## src/rtc_pkg.sv

```systemverilog
package rtc_pkg;
  // ----------------------------------------------------------------
  // register offsets (byte addresses)
  // ----------------------------------------------------------------
  localparam logic [6:0] OFF_MASK = 7'h1C;
  localparam logic [6:0] OFF_RAW = 7'h20;
  localparam logic [6:0] OFF_MASKED = 7'h24;
  localparam logic [6:0] OFF_CLEAR = 7'h28;
  localparam logic [6:0] OFF_DATA = 7'h2C;
  localparam logic [6:0] OFF_CTRL = 7'h30;
  localparam logic [6:0] OFF_LOAD1 = 7'h34;
  localparam logic [6:0] OFF_LOAD2 = 7'h38;
  localparam logic [6:0] OFF_PAT0 = 7'h3C;
  localparam logic [6:0] OFF_PAT3 = 7'h48;
  localparam logic [6:0] OFF_IRQ_NUM = 7'h4C;
  localparam logic [6:0] PAT_STEP = 7'h04;
  // ----------------------------------------------------------------
  // field positions
  // ----------------------------------------------------------------
  localparam int WATCH_BIT = 0;
  localparam int TIMER_BIT = 1;
  localparam int CTL_SHOT = 0;
  localparam int CTL_EN = 1;
  localparam int CTL_SELF = 2;
  localparam int CTL_LEN_LO = 4;
  localparam int CTL_LEN_HI = 10;
  localparam int CTL_CLKSEL = 11;
  localparam int CTL_GATE = 12;
  localparam int PAT_REGS = 4;
  localparam int PAT_BITS = 128;
  // ----------------------------------------------------------------
  // reset values and writable masks
  // ----------------------------------------------------------------
  localparam logic [31:0] CTL_WMASK = 32'h0000_1FF7;
  localparam logic [31:0] CTL_RST = 32'h0000_0000;
  localparam logic [31:0] DATA_RST = 32'h0FFF_FFFF;
  localparam logic [31:0] LOAD_RST = 32'h0000_0000;
  localparam logic [31:0] IRQ_NUM_RST = 32'h0000_0000;
  localparam logic [1:0] IRQ_RST = 2'h0;
  // bus handshake states
  typedef enum logic {RTC_BUS_IDLE, RTC_BUS_ANSWER} rtc_bus_t;
endpackage : rtc_pkg

```

## src/rtc_tick_if.sv

```systemverilog
`timescale 1ns/1ps
// slow-clock tick request and answer between control and tick logic
interface rtc_tick_if;
  logic clkSel;
  logic gateBypass;
  logic running;
  logic tick;
  modport ctl (output clkSel, output gateBypass, output running, input tick);
  modport gen (input clkSel, input gateBypass, input running, output tick);
endinterface : rtc_tick_if

```

## src/rtc_tick_gen.sv

```systemverilog
`timescale 1ns/1ps
module rtc_tick_gen (
  input wire logic clk,
  input wire logic rst_n,
  input wire logic slowRefClock,
  input wire logic trimmedClock,
  rtc_tick_if.gen tk
);
  logic [1:0] pinIn;
  logic [1:0] syncA_reg;
  logic [1:0] syncB_reg;
  logic [1:0] hist_reg;
  logic [1:0] rise;
  logic tick_reg;

  assign pinIn = {trimmedClock, slowRefClock};

  // ----------------------------------------------------------------
  // two-flop synchronisers, edge taken only after the second stage
  // ----------------------------------------------------------------
  for (genvar i = 0; i < 2; i++) begin : g_src
    always_ff @(posedge clk) begin
      if (!rst_n) begin
        syncA_reg[i] <= 1'b0;
        syncB_reg[i] <= 1'b0;
        hist_reg[i] <= 1'b0;
      end else begin
        syncA_reg[i] <= pinIn[i];
        syncB_reg[i] <= syncA_reg[i];
        hist_reg[i] <= syncB_reg[i];
      end
    end
    assign rise[i] = syncB_reg[i] & ~hist_reg[i];
  end

  // gated tick: with gating active the tick only flows while counting
  always_ff @(posedge clk) begin
    if (!rst_n) begin
      tick_reg <= 1'b0;
    end else begin
      tick_reg <= rise[tk.clkSel] & (tk.gateBypass | tk.running);
    end
  end

  assign tk.tick = tick_reg;
endmodule : rtc_tick_gen

```

## src/rtc_timer_irq_control.sv

```systemverilog
`timescale 1ns/1ps
module rtc_timer_irq_control #(
  parameter int PAT_BITS = 128
) (
  input wire logic clk,
  input wire logic rst_n,
  input wire logic [6:0] avm_address,
  input wire logic avm_read,
  input wire logic avm_write,
  input wire logic [31:0] avm_writedata,
  input wire logic [3:0] avm_byteenable,
  output logic [31:0] avm_readdata,
  output logic avm_waitrequest,
  input wire logic slowRefClock,
  input wire logic trimmedClock,
  input wire logic watchEvent,
  output logic watchIrqOut,
  output logic timerIrqOut
);
  // ----------------------------------------------------------------
  // elaboration check
  // ----------------------------------------------------------------
  if (PAT_BITS != rtc_pkg::PAT_BITS) begin : g_bad
    $error("pattern width must match the four pattern registers");
  end

  rtc_pkg::rtc_bus_t state_reg;
  logic wait_reg;
  logic [31:0] rdData_reg;
  logic [31:0] rdValue;
  logic [1:0] mask_reg;
  logic [1:0] raw_reg;
  logic [31:0] ctl_reg;
  logic [31:0] count_reg;
  logic [31:0] load1_reg;
  logic [31:0] load2_reg;
  logic [31:0] irqNum_reg;
  logic [31:0] pat_reg [rtc_pkg::PAT_REGS];
  logic [PAT_BITS-1:0] patFlat;
  logic [6:0] ptr_reg;
  logic [6:0] ptr_next;
  logic [6:0] patLen;
  logic watchOut_reg;
  logic timerOut_reg;
  logic wrAcc;
  logic loadHit;
  logic patHit;
  logic [31:0] wrMerged;
  logic [1:0] clrHit;
  logic timerOn;
  logic timerZero;
  logic [31:0] reloadValue;

  rtc_tick_if tickIf ();

  // ----------------------------------------------------------------
  // tick generation
  // ----------------------------------------------------------------
  assign tickIf.clkSel = ctl_reg[rtc_pkg::CTL_CLKSEL];
  assign tickIf.gateBypass = ctl_reg[rtc_pkg::CTL_GATE];
  assign tickIf.running = timerOn;

  rtc_tick_gen u_tick (
    .clk(clk),
    .rst_n(rst_n),
    .slowRefClock(slowRefClock),
    .trimmedClock(trimmedClock),
    .tk(tickIf.gen)
  );

  // ----------------------------------------------------------------
  // bus handshake
  // ----------------------------------------------------------------
  // one wait cycle: data is read on the first edge, then presented
  always_ff @(posedge clk) begin
    if (!rst_n) begin
      state_reg <= rtc_pkg::RTC_BUS_IDLE;
      wait_reg <= 1'b1;
      rdData_reg <= 32'h0000_0000;
    end else begin
      case (state_reg)
        rtc_pkg::RTC_BUS_IDLE: begin
          if (avm_read || avm_write) begin
            state_reg <= rtc_pkg::RTC_BUS_ANSWER;
            wait_reg <= 1'b0;
            rdData_reg <= avm_read ? rdValue : 32'h0000_0000;
          end
        end
        rtc_pkg::RTC_BUS_ANSWER: begin
          state_reg <= rtc_pkg::RTC_BUS_IDLE;
          wait_reg <= 1'b1;
        end
        default: state_reg <= rtc_pkg::RTC_BUS_IDLE;
      endcase
    end
  end

  assign avm_waitrequest = wait_reg;
  assign avm_readdata = rdData_reg;

  // writes land on the edge where waitrequest is seen low
  assign wrAcc = avm_write && (state_reg == rtc_pkg::RTC_BUS_ANSWER);

  // byte-lane merge of write data into a stored word
  function automatic logic [31:0] mergeBytes(input logic [31:0] old);
    logic [31:0] res;
    res = old;
    for (int b = 0; b < 4; b++) begin
      if (avm_byteenable[b]) begin
        res[8*b +: 8] = avm_writedata[8*b +: 8];
      end
    end
    return res;
  endfunction : mergeBytes

  // lanes built directly: a function reading bus nets hides them from a continuous assign
  for (genvar b = 0; b < 4; b++) begin : g_lane
    assign wrMerged[8*b +: 8] = avm_byteenable[b] ? avm_writedata[8*b +: 8] : 8'h00;
  end
  assign loadHit = (avm_address == rtc_pkg::OFF_LOAD1) || (avm_address == rtc_pkg::OFF_LOAD2);
  assign patHit = (avm_address >= rtc_pkg::OFF_PAT0) && (avm_address <= rtc_pkg::OFF_PAT3)
      && (avm_address[1:0] == 2'h0);
  assign clrHit = (wrAcc && avm_address == rtc_pkg::OFF_CLEAR) ? wrMerged[1:0] : 2'h0;

  // ----------------------------------------------------------------
  // read decode
  // ----------------------------------------------------------------
  // unmapped or unaligned addresses read zero; clear register reads zero
  always_comb begin
    rdValue = 32'h0000_0000;
    if (avm_address == rtc_pkg::OFF_MASK) begin
      rdValue = {30'h0, mask_reg};
    end else if (avm_address == rtc_pkg::OFF_RAW) begin
      rdValue = {30'h0, raw_reg};
    end else if (avm_address == rtc_pkg::OFF_MASKED) begin
      rdValue = {30'h0, raw_reg & mask_reg};
    end else if (avm_address == rtc_pkg::OFF_DATA) begin
      rdValue = count_reg;
    end else if (avm_address == rtc_pkg::OFF_CTRL) begin
      rdValue = ctl_reg;
    end else if (avm_address == rtc_pkg::OFF_LOAD1) begin
      rdValue = load1_reg;
    end else if (avm_address == rtc_pkg::OFF_LOAD2) begin
      rdValue = load2_reg;
    end else if (patHit) begin
      rdValue = pat_reg[avm_address[3:2] - 2'h3];
    end else if (avm_address == rtc_pkg::OFF_IRQ_NUM) begin
      rdValue = irqNum_reg;
    end
  end

  // ----------------------------------------------------------------
  // interrupt mask, flags and outputs
  // ----------------------------------------------------------------
  always_ff @(posedge clk) begin
    if (!rst_n) begin
      mask_reg <= rtc_pkg::IRQ_RST;
    end else if (wrAcc && avm_address == rtc_pkg::OFF_MASK && avm_byteenable[0]) begin
      mask_reg <= avm_writedata[1:0];
    end
  end

  // the event is applied after the clear so it is never lost
  always_ff @(posedge clk) begin
    if (!rst_n) begin
      raw_reg <= rtc_pkg::IRQ_RST;
    end else begin
      if (clrHit[rtc_pkg::WATCH_BIT]) begin
        raw_reg[rtc_pkg::WATCH_BIT] <= 1'b0;
      end
      if (clrHit[rtc_pkg::TIMER_BIT]) begin
        raw_reg[rtc_pkg::TIMER_BIT] <= 1'b0;
      end
      if (watchEvent) begin
        raw_reg[rtc_pkg::WATCH_BIT] <= 1'b1;
      end
      if (timerZero) begin
        raw_reg[rtc_pkg::TIMER_BIT] <= 1'b1;
      end
    end
  end

  // outputs lag the flags by one cycle to come straight from flops
  always_ff @(posedge clk) begin
    if (!rst_n) begin
      watchOut_reg <= 1'b0;
      timerOut_reg <= 1'b0;
    end else begin
      watchOut_reg <= raw_reg[rtc_pkg::WATCH_BIT] & mask_reg[rtc_pkg::WATCH_BIT];
      timerOut_reg <= raw_reg[rtc_pkg::TIMER_BIT] & mask_reg[rtc_pkg::TIMER_BIT];
    end
  end

  assign watchIrqOut = watchOut_reg;
  assign timerIrqOut = timerOut_reg;

  // ----------------------------------------------------------------
  // timer control
  // ----------------------------------------------------------------
  assign timerOn = ctl_reg[rtc_pkg::CTL_EN];
  assign timerZero = tickIf.tick && timerOn && (count_reg == 32'h0000_0000);

  // a hardware stop in one-shot mode wins over a same-cycle set
  always_ff @(posedge clk) begin
    if (!rst_n) begin
      ctl_reg <= rtc_pkg::CTL_RST;
    end else begin
      if (wrAcc && avm_address == rtc_pkg::OFF_CTRL) begin
        ctl_reg <= mergeBytes(ctl_reg) & rtc_pkg::CTL_WMASK;
      end
      if (wrAcc && loadHit && !timerOn) begin
        ctl_reg[rtc_pkg::CTL_EN] <= 1'b1;
      end
      if (wrAcc && (loadHit || patHit) && ctl_reg[rtc_pkg::CTL_SELF]) begin
        ctl_reg[rtc_pkg::CTL_EN] <= 1'b1;
      end
      if (timerZero && ctl_reg[rtc_pkg::CTL_SHOT]) begin
        ctl_reg[rtc_pkg::CTL_EN] <= 1'b0;
      end
    end
  end

  // load values
  always_ff @(posedge clk) begin
    if (!rst_n) begin
      load1_reg <= rtc_pkg::LOAD_RST;
      load2_reg <= rtc_pkg::LOAD_RST;
    end else if (wrAcc && avm_address == rtc_pkg::OFF_LOAD1) begin
      load1_reg <= mergeBytes(load1_reg);
    end else if (wrAcc && avm_address == rtc_pkg::OFF_LOAD2) begin
      load2_reg <= mergeBytes(load2_reg);
    end
  end

  // pattern words, lowest pattern bits in the first word
  for (genvar i = 0; i < rtc_pkg::PAT_REGS; i++) begin : g_pat
    always_ff @(posedge clk) begin
      if (!rst_n) begin
        pat_reg[i] <= rtc_pkg::LOAD_RST;
      end else if (wrAcc && avm_address == rtc_pkg::OFF_PAT0 + 7'(i) * rtc_pkg::PAT_STEP) begin
        pat_reg[i] <= mergeBytes(pat_reg[i]);
      end
    end
    assign patFlat[32*i +: 32] = pat_reg[i];
  end

  // ----------------------------------------------------------------
  // pattern pointer and counter
  // ----------------------------------------------------------------
  assign patLen = ctl_reg[rtc_pkg::CTL_LEN_HI:rtc_pkg::CTL_LEN_LO];
  // a length of zero or one keeps the pointer on bit zero
  assign ptr_next = ({1'b0, ptr_reg} + 8'h01 >= {1'b0, patLen}) ? 7'h00 : ptr_reg + 7'h01;
  assign reloadValue = patFlat[ptr_reg] ? load2_reg : load1_reg;

  always_ff @(posedge clk) begin
    if (!rst_n) begin
      ptr_reg <= 7'h00;
    end else if (timerZero && !ctl_reg[rtc_pkg::CTL_SHOT]) begin
      ptr_reg <= ptr_next;
    end
  end

  // one-shot leaves the count parked at zero; a load write while stopped
  // primes the count, otherwise the first run would start from the reset value
  always_ff @(posedge clk) begin
    if (!rst_n) begin
      count_reg <= rtc_pkg::DATA_RST;
    end else if (wrAcc && loadHit && !timerOn) begin
      count_reg <= mergeBytes(avm_address == rtc_pkg::OFF_LOAD1 ? load1_reg : load2_reg);
    end else if (timerZero) begin
      if (!ctl_reg[rtc_pkg::CTL_SHOT]) begin
        count_reg <= reloadValue;
      end
    end else if (tickIf.tick && timerOn) begin
      count_reg <= count_reg - 32'h0000_0001;
    end
  end

  // counts timer interrupt events
  always_ff @(posedge clk) begin
    if (!rst_n) begin
      irqNum_reg <= rtc_pkg::IRQ_NUM_RST;
    end else if (timerZero) begin
      irqNum_reg <= irqNum_reg + 32'h0000_0001;
    end
  end
endmodule : rtc_timer_irq_control

```

## config.mk

```make
export PLATFORM = sky130hd
export DESIGN_NAME = rtc_timer_irq_control
export DESIGN_NICKNAME = d
export VERILOG_FILES = /design/src/rtc_pkg.sv /design/src/rtc_tick_if.sv /design/src/rtc_tick_gen.sv /design/src/rtc_timer_irq_control.sv
export SDC_FILE = /design/constraint.sdc
export NUM_CORES = 1
export LEC_CHECK = 0
export CORE_MARGIN = 2
export CORE_UTILIZATION = 50
export DETAILED_ROUTE_END_ITERATION = 8
export DONT_BUFFER_PORTS = 1
export PLACE_DENSITY = 0.73
export SYNTH_ARGS = -nofsm -noshare
export SYNTH_HDL_FRONTEND = slang
export SYNTH_SLANG_ARGS = --single-unit
```

## constraint.sdc

```tcl
create_clock -name clk -period 8.4 [get_ports clk]
set_input_delay 0 -clock clk [delete_from_list [all_inputs] [get_ports clk]]
set_output_delay 0 -clock clk [all_outputs]
set_load 0.05 [all_outputs]
```

* Word level (Yosys, flattened, before mapping)
Memories as Yosys holds them, arrays and structs flattened.
Cells that the tools add are included.
** Operators by class
- $add $sub $neg :: 5
- Magnitude comparators :: 5
- Eq/ne operators :: 15
- Muxes and demuxes :: 104
- Bitwise gates (word level) :: 16
- Reductions and logical operators :: 47
** Operators by type and width (count)
- $mux W32 :: 20
- $mux W8 :: 52
- $eq A7 B6 Y1 const B :: 8
- $add A32 B1 Y32 const B :: 1
- $logic_not A32 Y1 :: 1
- $sub A32 B1 Y32 const B :: 1
- $eq A7 B7 Y1 const B :: 4
- $mux W1 :: 24
- $logic_and A1 B1 Y1 :: 21
- $reduce_and A2 Y1 :: 9
- $reduce_and A3 Y1 :: 4
- $reduce_bool A3 Y1 :: 3
- $add A7 B1 Y8 const B :: 1
- $ge A8 B7 Y1 :: 1
- $lt A7 B8 Y1 const B :: 1
- $mux W2 :: 4
- $add A7 B1 Y7 const B :: 1
- $bmux W1 S7 :: 1
- $eq A7 B5 Y1 const B :: 1
- $ge A7 B6 Y1 const B :: 1
- $le A7 B7 Y1 const B :: 1
- $mux W7 :: 1
- $and A1 B1 Y1 :: 5
- $not A1 Y1 :: 5
- 12 further kinds :: 21
** Storage, ports and cells
- Bits in registers :: 194
- Bits in writable memories :: 128
- Output and inout port bits :: 35
- Memories kept :: 1
** Memories
- pat_reg :: words 4, width 32, read ports 5, clocked after Yosys merged registers in 0, wr ports 4, RTL line rtc_timer_irq_control.sv:38 : logic [31:0] pat_reg [rtc_pkg::PAT_REGS];

* Longest topological paths before layout
Gate-level depths: netlist of the first run.
- Word-level depth :: 12
- Depth in mapped cells :: 13
- Gate-level depth less buffers :: 10

* By module
From an unflattened synthesis of the first run, not the netlist that was laid out.
** Unflattened totals
- Cell total of the unflattened synthesis :: 1873
- Area total of the unflattened synthesis :: 17626.9 µm²
** Modules (own cells, without submodules)
- rtc_timer_irq_control :: instances 1, cells an instance 1856, area an instance 17423.0 µm², sequential area each 7587.3 µm²
- rtc_tick_gen :: instances 1, cells an instance 17, area an instance 203.9 µm², sequential area each 140.1 µm²

* Worst setup path after synthesis of the first run
No wires, ideal clock.
- Path kind :: flip-flop to flip-flop
- Start point :: register count_reg[25]
- End point :: register irqNum_reg[26]
- Setup time :: 70 ps
- Data arrival time :: 3237 ps
- Data required time :: 8330 ps
- Path slack :: 5093 ps
- Stages on the path, launching flop included :: 9
- Cells stage by stage :: dfxtp_1 or4_4 or4_4 or4_4 buf_6 or4_4 or2_4 or3_1 a21oi_1
** On the way
- Longest elaborated chain between the ends :: 2
** RTL lines
- start: declaration :: RTL line rtc_timer_irq_control.sv:34 : logic [31:0] count_reg;
- start signal: assignment :: RTL line rtc_timer_irq_control.sv:267 : count_reg <= rtc_pkg::DATA_RST;
- start signal: assignment :: RTL line rtc_timer_irq_control.sv:269 : count_reg <= mergeBytes(avm_address == rtc_pkg::OFF_LOAD1 ? load1_reg : load2_reg);
- start signal: assignment :: RTL line rtc_timer_irq_control.sv:272 : count_reg <= reloadValue;
- $logic_not A32 Y1 :: RTL line rtc_timer_irq_control.sv:201 : assign timerZero = tickIf.tick && timerOn && (count_reg == 32'h0000_0000);
- $logic_and A1 B1 Y1 :: RTL line rtc_timer_irq_control.sv:201
- end signal: assignment :: RTL line rtc_timer_irq_control.sv:282 : irqNum_reg <= rtc_pkg::IRQ_NUM_RST;
- end signal: assignment :: RTL line rtc_timer_irq_control.sv:284 : irqNum_reg <= irqNum_reg + 32'h0000_0001;
- end: declaration :: RTL line rtc_timer_irq_control.sv:37 : logic [31:0] irqNum_reg;
No other way between the ends.
A chain may end at the register's enable or synchronous reset.

* Worst setup path after layout of the first run
- Start point :: register ptr_reg[2]
- End point :: register count_reg[14]
** On the way
- Longest elaborated chain between the ends :: 6
** RTL lines
- start: declaration :: RTL line rtc_timer_irq_control.sv:40 : logic [6:0] ptr_reg;
- start signal: assignment :: RTL line rtc_timer_irq_control.sv:259 : ptr_reg <= ptr_next;
- $bmux W1 S7 :: RTL line rtc_timer_irq_control.sv:253 : assign reloadValue = patFlat[ptr_reg] ? load2_reg : load1_reg;
- $mux W1 (implied by the code) :: RTL line rtc_timer_irq_control.sv:253
- $mux W32 :: RTL line rtc_timer_irq_control.sv:253
- $mux W32 :: RTL line rtc_timer_irq_control.sv:271 : if (!ctl_reg[rtc_pkg::CTL_SHOT]) begin
- $mux W32 :: RTL line rtc_timer_irq_control.sv:270 : end else if (timerZero) begin
- $mux W32 :: RTL line rtc_timer_irq_control.sv:268 : end else if (wrAcc && loadHit && !timerOn) begin
No other way between the ends. The select of a mux whose other input is x is not followed.

==> summary.txt, run 1 <==
Clock tree
  • Clock Sinks: 322
  • Root Buffer: clkbuf_16
  • CTS tree: yes
  • CTS H-tree depth: 2
  • CTS resizes: 0
  • Max Root-Sink Buffers: 3
  • # Post-CTS Setup Buffers: 0
  • Worst skew pair latency: 0.56 ns
  • CTS Buf Count: 38
  • Reg clk slew, reported paths: 0.07 ns

Yosys
  • Ys async rst share: 0%
  • Mux cell area share after synthesis: 12.3%
  • Mean Syn Cell Area: slightly above 9 µm²
  • Fraction of the yosys area taken by sequential cells: 43.7%
  • Post-Syn Area: 17,700 µm²
  • Yosys cell types: 77
  • Largest family of logic cells by synthesized area: simple AND/OR/NAND/NOR gates
  • Post-synth top flop: dfxtp_1
  • Simple-gate area share of the yosys netlist: between 20% and 30%
  • Syn Nets: ~2,000
  • EDFF count, synth: 128
  • Yosys warnings: 0
  • Complex-gate fraction of the synthesized area: 16.0%
  • Area share of fa/ha/maj cells after synthesis: less than 1%
  • Synth Area in XOR/XNOR: 1.73%
  • Seq cells post-synth: 322
  • Syn Inst Count: ~1,900

Die
  • Starting Density: 51.0%
  • Cell Rows: slightly below 70
  • Die area: 36,900 µm²
  • Core area: 34,700 µm²
  • I/O pins: 85
  • Die height: 192 µm
  • Die width: about 190 µm

STA
  • Endpoints failing setup: 0
  • Actual slew at the worst max-slew pin: 1.09 ns
  • Min Tclk post-route: about 4.8 ns
  • Slew margin rel.: roughly 28%
  • Fin Hold WS: 0.00856 ns
  • Skew final: between 0.02 and 0.025 ns
  • Max frequency: 0.208 GHz
  • Unrepaired setup endpoints after global routing: no
  • Final Hold Vio Count: 0
  • Final cycle utilization of the critical path: 57.3%
  • Setup TNS: 0 ns
  • Final count of pins violating max slew: 0

GRT
  • Largest net degree at the start of global routing: 100
  • Antenna violations before repair: 7
  • GRT Overall Usage: 34.0%
  • Vias in the first global route: between 10,000 and 15,000
  • Congestion Overflow GR: 0
  • First-pass GRT wire length: 93,900 µm

Cells and area
  • Nets@finish: 1,947
  • Share of cells above drive strength 1: 9.63%
  • Largest register FFs: 128
  • Syn-to-layout area delta: 12.1%

Setup path
  • Critical Path Fanout Max: 37
  • Worst endpoint data arrival time: 5.21 ns
  • Startpoint Class: register
  • Setup slack, reg-to-reg: 3.59 ns
  • CP endpoint kind: register
  • Kind of critical path: reg2reg
  • CP Data Required Time: 8.80 ns

Power
  • Leak Pwr: 0.00737 µW
  • Combinational Power Share: 8.0%
  • Cell-internal power: between 2000 and 3000 µW
  • Peak supply drop: 0.163 mV
  • Clock share of power: a little under half
  • Power Total: 3670 µW
  • Flop pwr share: 45.7%
  • NetSw: 903 µW
  • Switch share: 24.6%
  • Power per Cell Area: 185 nW/µm²

Routing
  • DR vias/cell: 6.88
  • Wire per inst: 26.8 µm
  • Drt drc: 7
  • 1st-iter DRT viols: 2,852
  • Antenna Nets Post-Route: 0
  • Final WL: about 64,000 µm
  • Via count: 16,300
  • DRT Pass-1 Iters: 9

Hold path
  • Worst Hold Class: in2reg

Place
  • IO buf count: 0
  • Hpwl dp: 41,500 µm
  • Final RePlAce weighted congestion: 0.983

Run status
  • Outcome: finished, violations left
  • Failing checks: design-rule violations

Run
  • Max cap viols: 0
[path summary, 6_finish.rpt]
| path | endpoint | from | cells after the start |
|---|---|---|---|
| max | count_reg[14] | ptr_reg[2] | 10 |
| min | pat_reg[1][7] | avm_byteenable[0] | 2 |
| max reg2reg | count_reg[14] | ptr_reg[2] | 10 |
| min reg2reg | u_tick.hist_reg[0] | u_tick.syncB_reg[0] | 2 |
[final cells by class]
type | instances | area (µm²)
Fill cell | 3003 | 14900
Inverter | 27 | 104
Clock buffer | 48 | 1060
Clock inverter | 20 | 213
Timing Repair Buffer | 92 | 861
Sequential cell | 322 | 7730
Antenna cell | 6 | 15.0
Multi-Input combinational cell | 1402 | 9300
Tap cell | 455 | 569
[through the flow]
| step | cell area, µm² | util, % | setup WS (ns) | std cells |
|---|---|---|---|---|
| finish | 19800 | 57.2 | 3.59 | 2372 |
| global route | 19800 | 57.2 | 3.45 | 2370 |
| CTS | 19800 | 57.1 | 3.73 | 2366 |
| detailed placement | 17900 | 51.7 | 3.78 | 2237 |
| global placement | 17900 | 51.7 | 4.11 | 2237 |
| floorplan | 17700 | - | 5.09 | 1909 |
[worst max-delay path, cell delays in order (launching register included)]
cell	delay, ns
dfxtp_2	0.68
buf_4	0.54
inv_1	0.21
a2111oi_0	0.43
a311oi_1	0.08
a311oi_1	0.35
a211o_1	0.65
nand3_1	0.57
buf_4	0.39
a2111oi_0	0.51
o221ai_1	0.18
[cell families after synthesis]
| logic type | after synthesis |
|---|---|
| buffers and inverters | 185 |
| and+or+nand+nor | 759 |
| muxes | 158 |
| xor gates and xnor gates | 35 |
| AOI/OAI and AO/OA | 436 |
| adders and majority gates | 14 |
| DFF | 322 |
[power by group through the flow]
stage          clock, µW  combinational, µW  sequential, µW
2_1_floorplan          0                176            1700
3_3_place_gp           0                222            1710
3_5_place_dp           0                226            1710
4_1_cts             1710                284            1680
5_1_grt             1770                302            1680
6_report            1700                292            1680
[routing by layer]
| layer | track usage (%) | part of all wire [%] | wire length, µm | vias up |
|---|---|---|---|---|
| li1 | - | - | - | 7078 |
| met5 | 0 | 0.038 | 24 | - |
| met2 | 49.6 | 42 | 26700 | 1325 |
| met3 | 8.31 | 14 | 8840 | 269 |
| met4 | 19.6 | 6.5 | 4160 | 4 |
| met1 | 46.1 | 38 | 23900 | 7653 |
[synthesized netlist by cell type (all sizes together) (8+ instances only)]
cell	n	area [µm²]
nor4	23	144
ha	14	175
and3	167	1050
inv	26	97.6
a211oi	49	368
a31oi	19	119
nor2	156	586
mux4	47	1060
a221o	9	90.1
nand2	246	923
dfxtp	194	3880
nand4	23	144
xor2	18	158
nand3	41	205
and2	17	106
clkbuf	136	521
nand2b	8	50.1
a22o	8	70.1
mux2i	102	1020
o21ai	112	561
buf	22	111
a22oi	24	180
a21oi	105	526
mux2	9	101
xnor2	17	149
nor2b	14	87.6
o211ai	18	135
o221ai	23	201
o31ai	11	82.6
nor3	27	135
edfxtp	128	3840
[what timing repair did]
action                     4_1_cts  5_1_grt
hold endpoints to repair       402        0
hold buffers                    61        0
setup endpoints to repair        0        0
[cell usage in the layout (no fill, tap or decap), types with 48 or more instances in the layout]
cell           synthesis  final
nand2_1              246    246
dfxtp_1              194    193
and3_1               163    163
nor2_1               156    154
edfxtp_1             128    128
o21ai_0              112    111
a21oi_1              105    105
mux2i_1              102    102
dlygate4sd3_1          0     60
a211oi_1              49     48
No activity file was read; power rests on OpenSTA's default activity.
==> inputs of run 2 (changes only) <==
- clock period: 8.4 -> 4.9 ns (I/O delays scaled with it)
==> run 2 against run 1 <==
Effect of this change:
- largest power group is now sequential cells
- via count is 0.17% higher
- clock power is 67% higher
- combinational power is 76% higher
- flip-flop and latch count stayed put
- utilization hardly changed
- the flow now finishes without violations
- clock skew is 0.0065 ns lower
- power is 70% higher
- fmax is 21% higher
- worst setup slack worse by 2.7 ns
- sequential share of layout area hardly changed
- largest cell class unchanged
- non-clock buffer count is 8 higher
==> summary.txt, run 2 (same netlist as run 1, synthesis figures left out) <==
Run status
  • Outcome: completed

Die
  • Die width: 192 µm (unchanged)
  • Cell Rows: 68 (unchanged)
  • Starting Density: 51.0% (unchanged)
  • Die area: 36,900 µm² (unchanged)
  • Die height: 192 µm (unchanged)
  • Core area: 34,700 µm² (unchanged)
  • I/O pins: 85 (unchanged)

STA
  • Max frequency: 0.251 GHz (+21%)
  • Final count of pins violating max slew: 0 (unchanged)
  • Endpoints failing setup: 0 (unchanged)
  • Setup TNS: 0 ns (unchanged)
  • Unrepaired setup endpoints after global routing: no
  • Actual slew at the worst max-slew pin: 1.45 ns (+0.360 ns)
  • Final cycle utilization of the critical path: 81.4% (+24 points)
  • Slew margin rel.: 3.55% (-24 points)
  • Final Hold Vio Count: 0 (unchanged)
  • Skew final: 0.0142 ns (-0.00647 ns)
  • Min Tclk post-route: 3.99 ns (-0.826 ns)

Place
  • Hpwl dp: 42,200 µm (+1.7%)
  • Placed Cells: 2,245 (+0.36%)
  • Final RePlAce weighted congestion: 1.01 (+3.0%)
  • IO buf count: 0 (unchanged)
  • Placed Area: 18,000 µm² (+0.32%)

Cells and area
  • Filler cells: 2,999 (-0.13%)
  • Syn-to-layout area delta: 12.2% (about the same)
  • Commonest non-fill, non-tap cell in the layout: nand2_1
  • Largest register FFs: 128 (unchanged)
  • Most frequent cells in the layout: nand2_1 (246), dfxtp_1 (193), and3_1 (163)
  • Share of cells above drive strength 1: 9.60% (-0.025 points)
  • Final Non-Filler Cells: 2,376 (+0.17%)
  • Post-route cell area: 19,800 µm² (about the same)
  • Nets@finish: 1,954 (+0.36%)
  • Final Util: 57.2% (about the same)

Clock tree
  • Worst skew pair latency: 0.54 ns (-0.02 ns)
  • Reg clk slew, reported paths: 0.06 ns (about the same)
  • CTS tree: yes
  • Max Root-Sink Buffers: 3 (unchanged)
  • CTS Buf Count: 37 (-2.6%)
  • Root Buffer: clkbuf_16
  • CTS resizes: 0 (unchanged)
  • Clock Sinks: 322 (unchanged)
  • CTS H-tree depth: 2 (unchanged)

Setup path
  • Path depth of the worst reg2reg path: 8 (-2)
  • Worst endpoint data arrival time: 4.47 ns (-0.74 ns)
  • Worst R2R Start: ptr_reg[1]
  • Critical Path Fanout Max: 24 (-35%)
  • Critical R2R Capture: count_reg[8]
  • Kind of critical path: reg2reg
  • Startpoint Class: register
  • Setup slack, reg-to-reg: 0.91 ns (-2.67 ns)
  • CP Data Required Time: 5.38 ns (-3.42 ns)
  • CP endpoint kind: register

Hold path
  • Hold_sp: avm_byteenable[1]
  • Worst Hold Class: in2reg
  • Worst-case hold path end point: pat_reg[3][12]
  • Hold path depth: 2 (unchanged)

GRT
  • First-pass GRT wire length: 95,500 µm (+1.7%)
  • Largest net degree at the start of global routing: 90 (-10%)
  • Met2 Use GR: 50.1% (+0.53 points)
  • GRT Overall Usage: 34.6% (+0.58 points)
  • Congestion Overflow GR: 0 (unchanged)
  • Most Crowded Layer GR: met2
  • Met1 Usage GRT: 46.8% (+0.66 points)
  • Antenna violations before repair: 5 (-2)
  • Vias in the first global route: 15,200 (+3.6%)
  • Met3 GRT Util: 8.72% (+0.40 points)

Routing
  • DR vias/cell: 6.88 (about the same)
  • Via count: 16,400 (+0.17%)
  • Drt drc: 0 (-7)
  • Wire per inst: 26.8 µm (about the same)
  • Antenna Nets Post-Route: 0 (unchanged)
  • Final WL: 63,700 µm (about the same)
  • 1st-iter DRT viols: 2,673 (-6.3%)
  • DRT Pass-1 Iters: 7 (-2)

Power
  • Combinational Power Share: 8.2% (+0.2 points)
  • Power Total: 6230 µW (+70%)
  • Cell-internal power: 4720 µW (+70%)
  • Power per Cell Area: 314 nW/µm² (+70%)
  • Switch share: 24.3% (-0.35 points)
  • Leak Pwr: 0.00740 µW (+0.36%)
  • Clock share of power: 45.6% (-0.7 points)
  • NetSw: 1510 µW (+67%)
  • Peak supply drop: 0.248 mV (+52%)
  • Flop pwr share: 46.1% (+0.4 points)

Run
  • Max cap viols: 0 (unchanged)
-- run 2: routing by layer --
layer	up-vias	share of wire [%]
met3	263	13
li1	7084	-
met5	-	0
met4	0	7.2
met1	7738	38
met2	1271	42
-- run 2: area by class of cell --
type / instances / area [µm²] / share of cell area [%]
clock inverters: 16 / 208 / 1.05
multi-input cells: 1402 / 9290 / 46.8
well taps: 455 / 569 / 2.87
clock buffers: 49 / 1010 / 5.09
inverters: 27 / 104 / 0.523
repair buffers: 100 / 921 / 4.64
flip-flops and latches: 322 / 7730 / 38.9
diodes: 5 / 12.5 / 0.0630
-- run 2: power groups by stage --
| stage | Clock (µW) | Combinational (µW) | Sequential (µW) |
|---|---|---|---|
| floorplan | 0 | 301 | 2910 |
| global placement | 0 | 387 | 2930 |
| detailed placement | 0 | 392 | 2930 |
| CTS | 2850 | 493 | 2870 |
| global route | 2940 | 528 | 2880 |
| finish | 2840 | 514 | 2870 |
-- run 2: worst max path at each step --
| stage | from | endpoint | slack [ns] | cells after the start |
|---|---|---|---|---|
| after floorplan | count_reg[25] | irqNum_reg[26] | 1.59 | 8 |
| after global placement | ptr_reg[1] | count_reg[3] | 1.27 | 9 |
| after detailed placement | ptr_reg[1] | count_reg[3] | 1.21 | 9 |
| after CTS | ptr_reg[1] | count_reg[8] | 1.02 | 8 |
| after global routing | ptr_reg[1] | count_reg[8] | 0.71 | 8 |
| final | ptr_reg[1] | count_reg[8] | 0.91 | 8 |
-- run 2: stage by stage --
stage / hold slack (ns) / setup slack, ns
after detailed placement: 0.106 / 1.21
after floorplan: 0.117 / 1.59
final: 0.00226 / 0.912
after global placement: 0.0984 / 1.27
after CTS: 0.00254 / 1.02
after global routing: 0.0275 / 0.711
-- run 2: what timing repair did --
item	CTS	global route
hold buffers	61	0
hold endpoints to repair	399	0
endpoints found under the setup margin	0	0
buffers inserted	0	0
-- run 2: critical path: stages, from the launching register on --
cell and delay (ns):
dfxtp_1 1.09, inv_1 0.22, a311oi_1 0.31, a31oi_1 0.19, a311oi_4 1.06, o31ai_1 0.15, a31o_2 0.28, nand3_1 0.07
dlygate4sd3_1 0.55
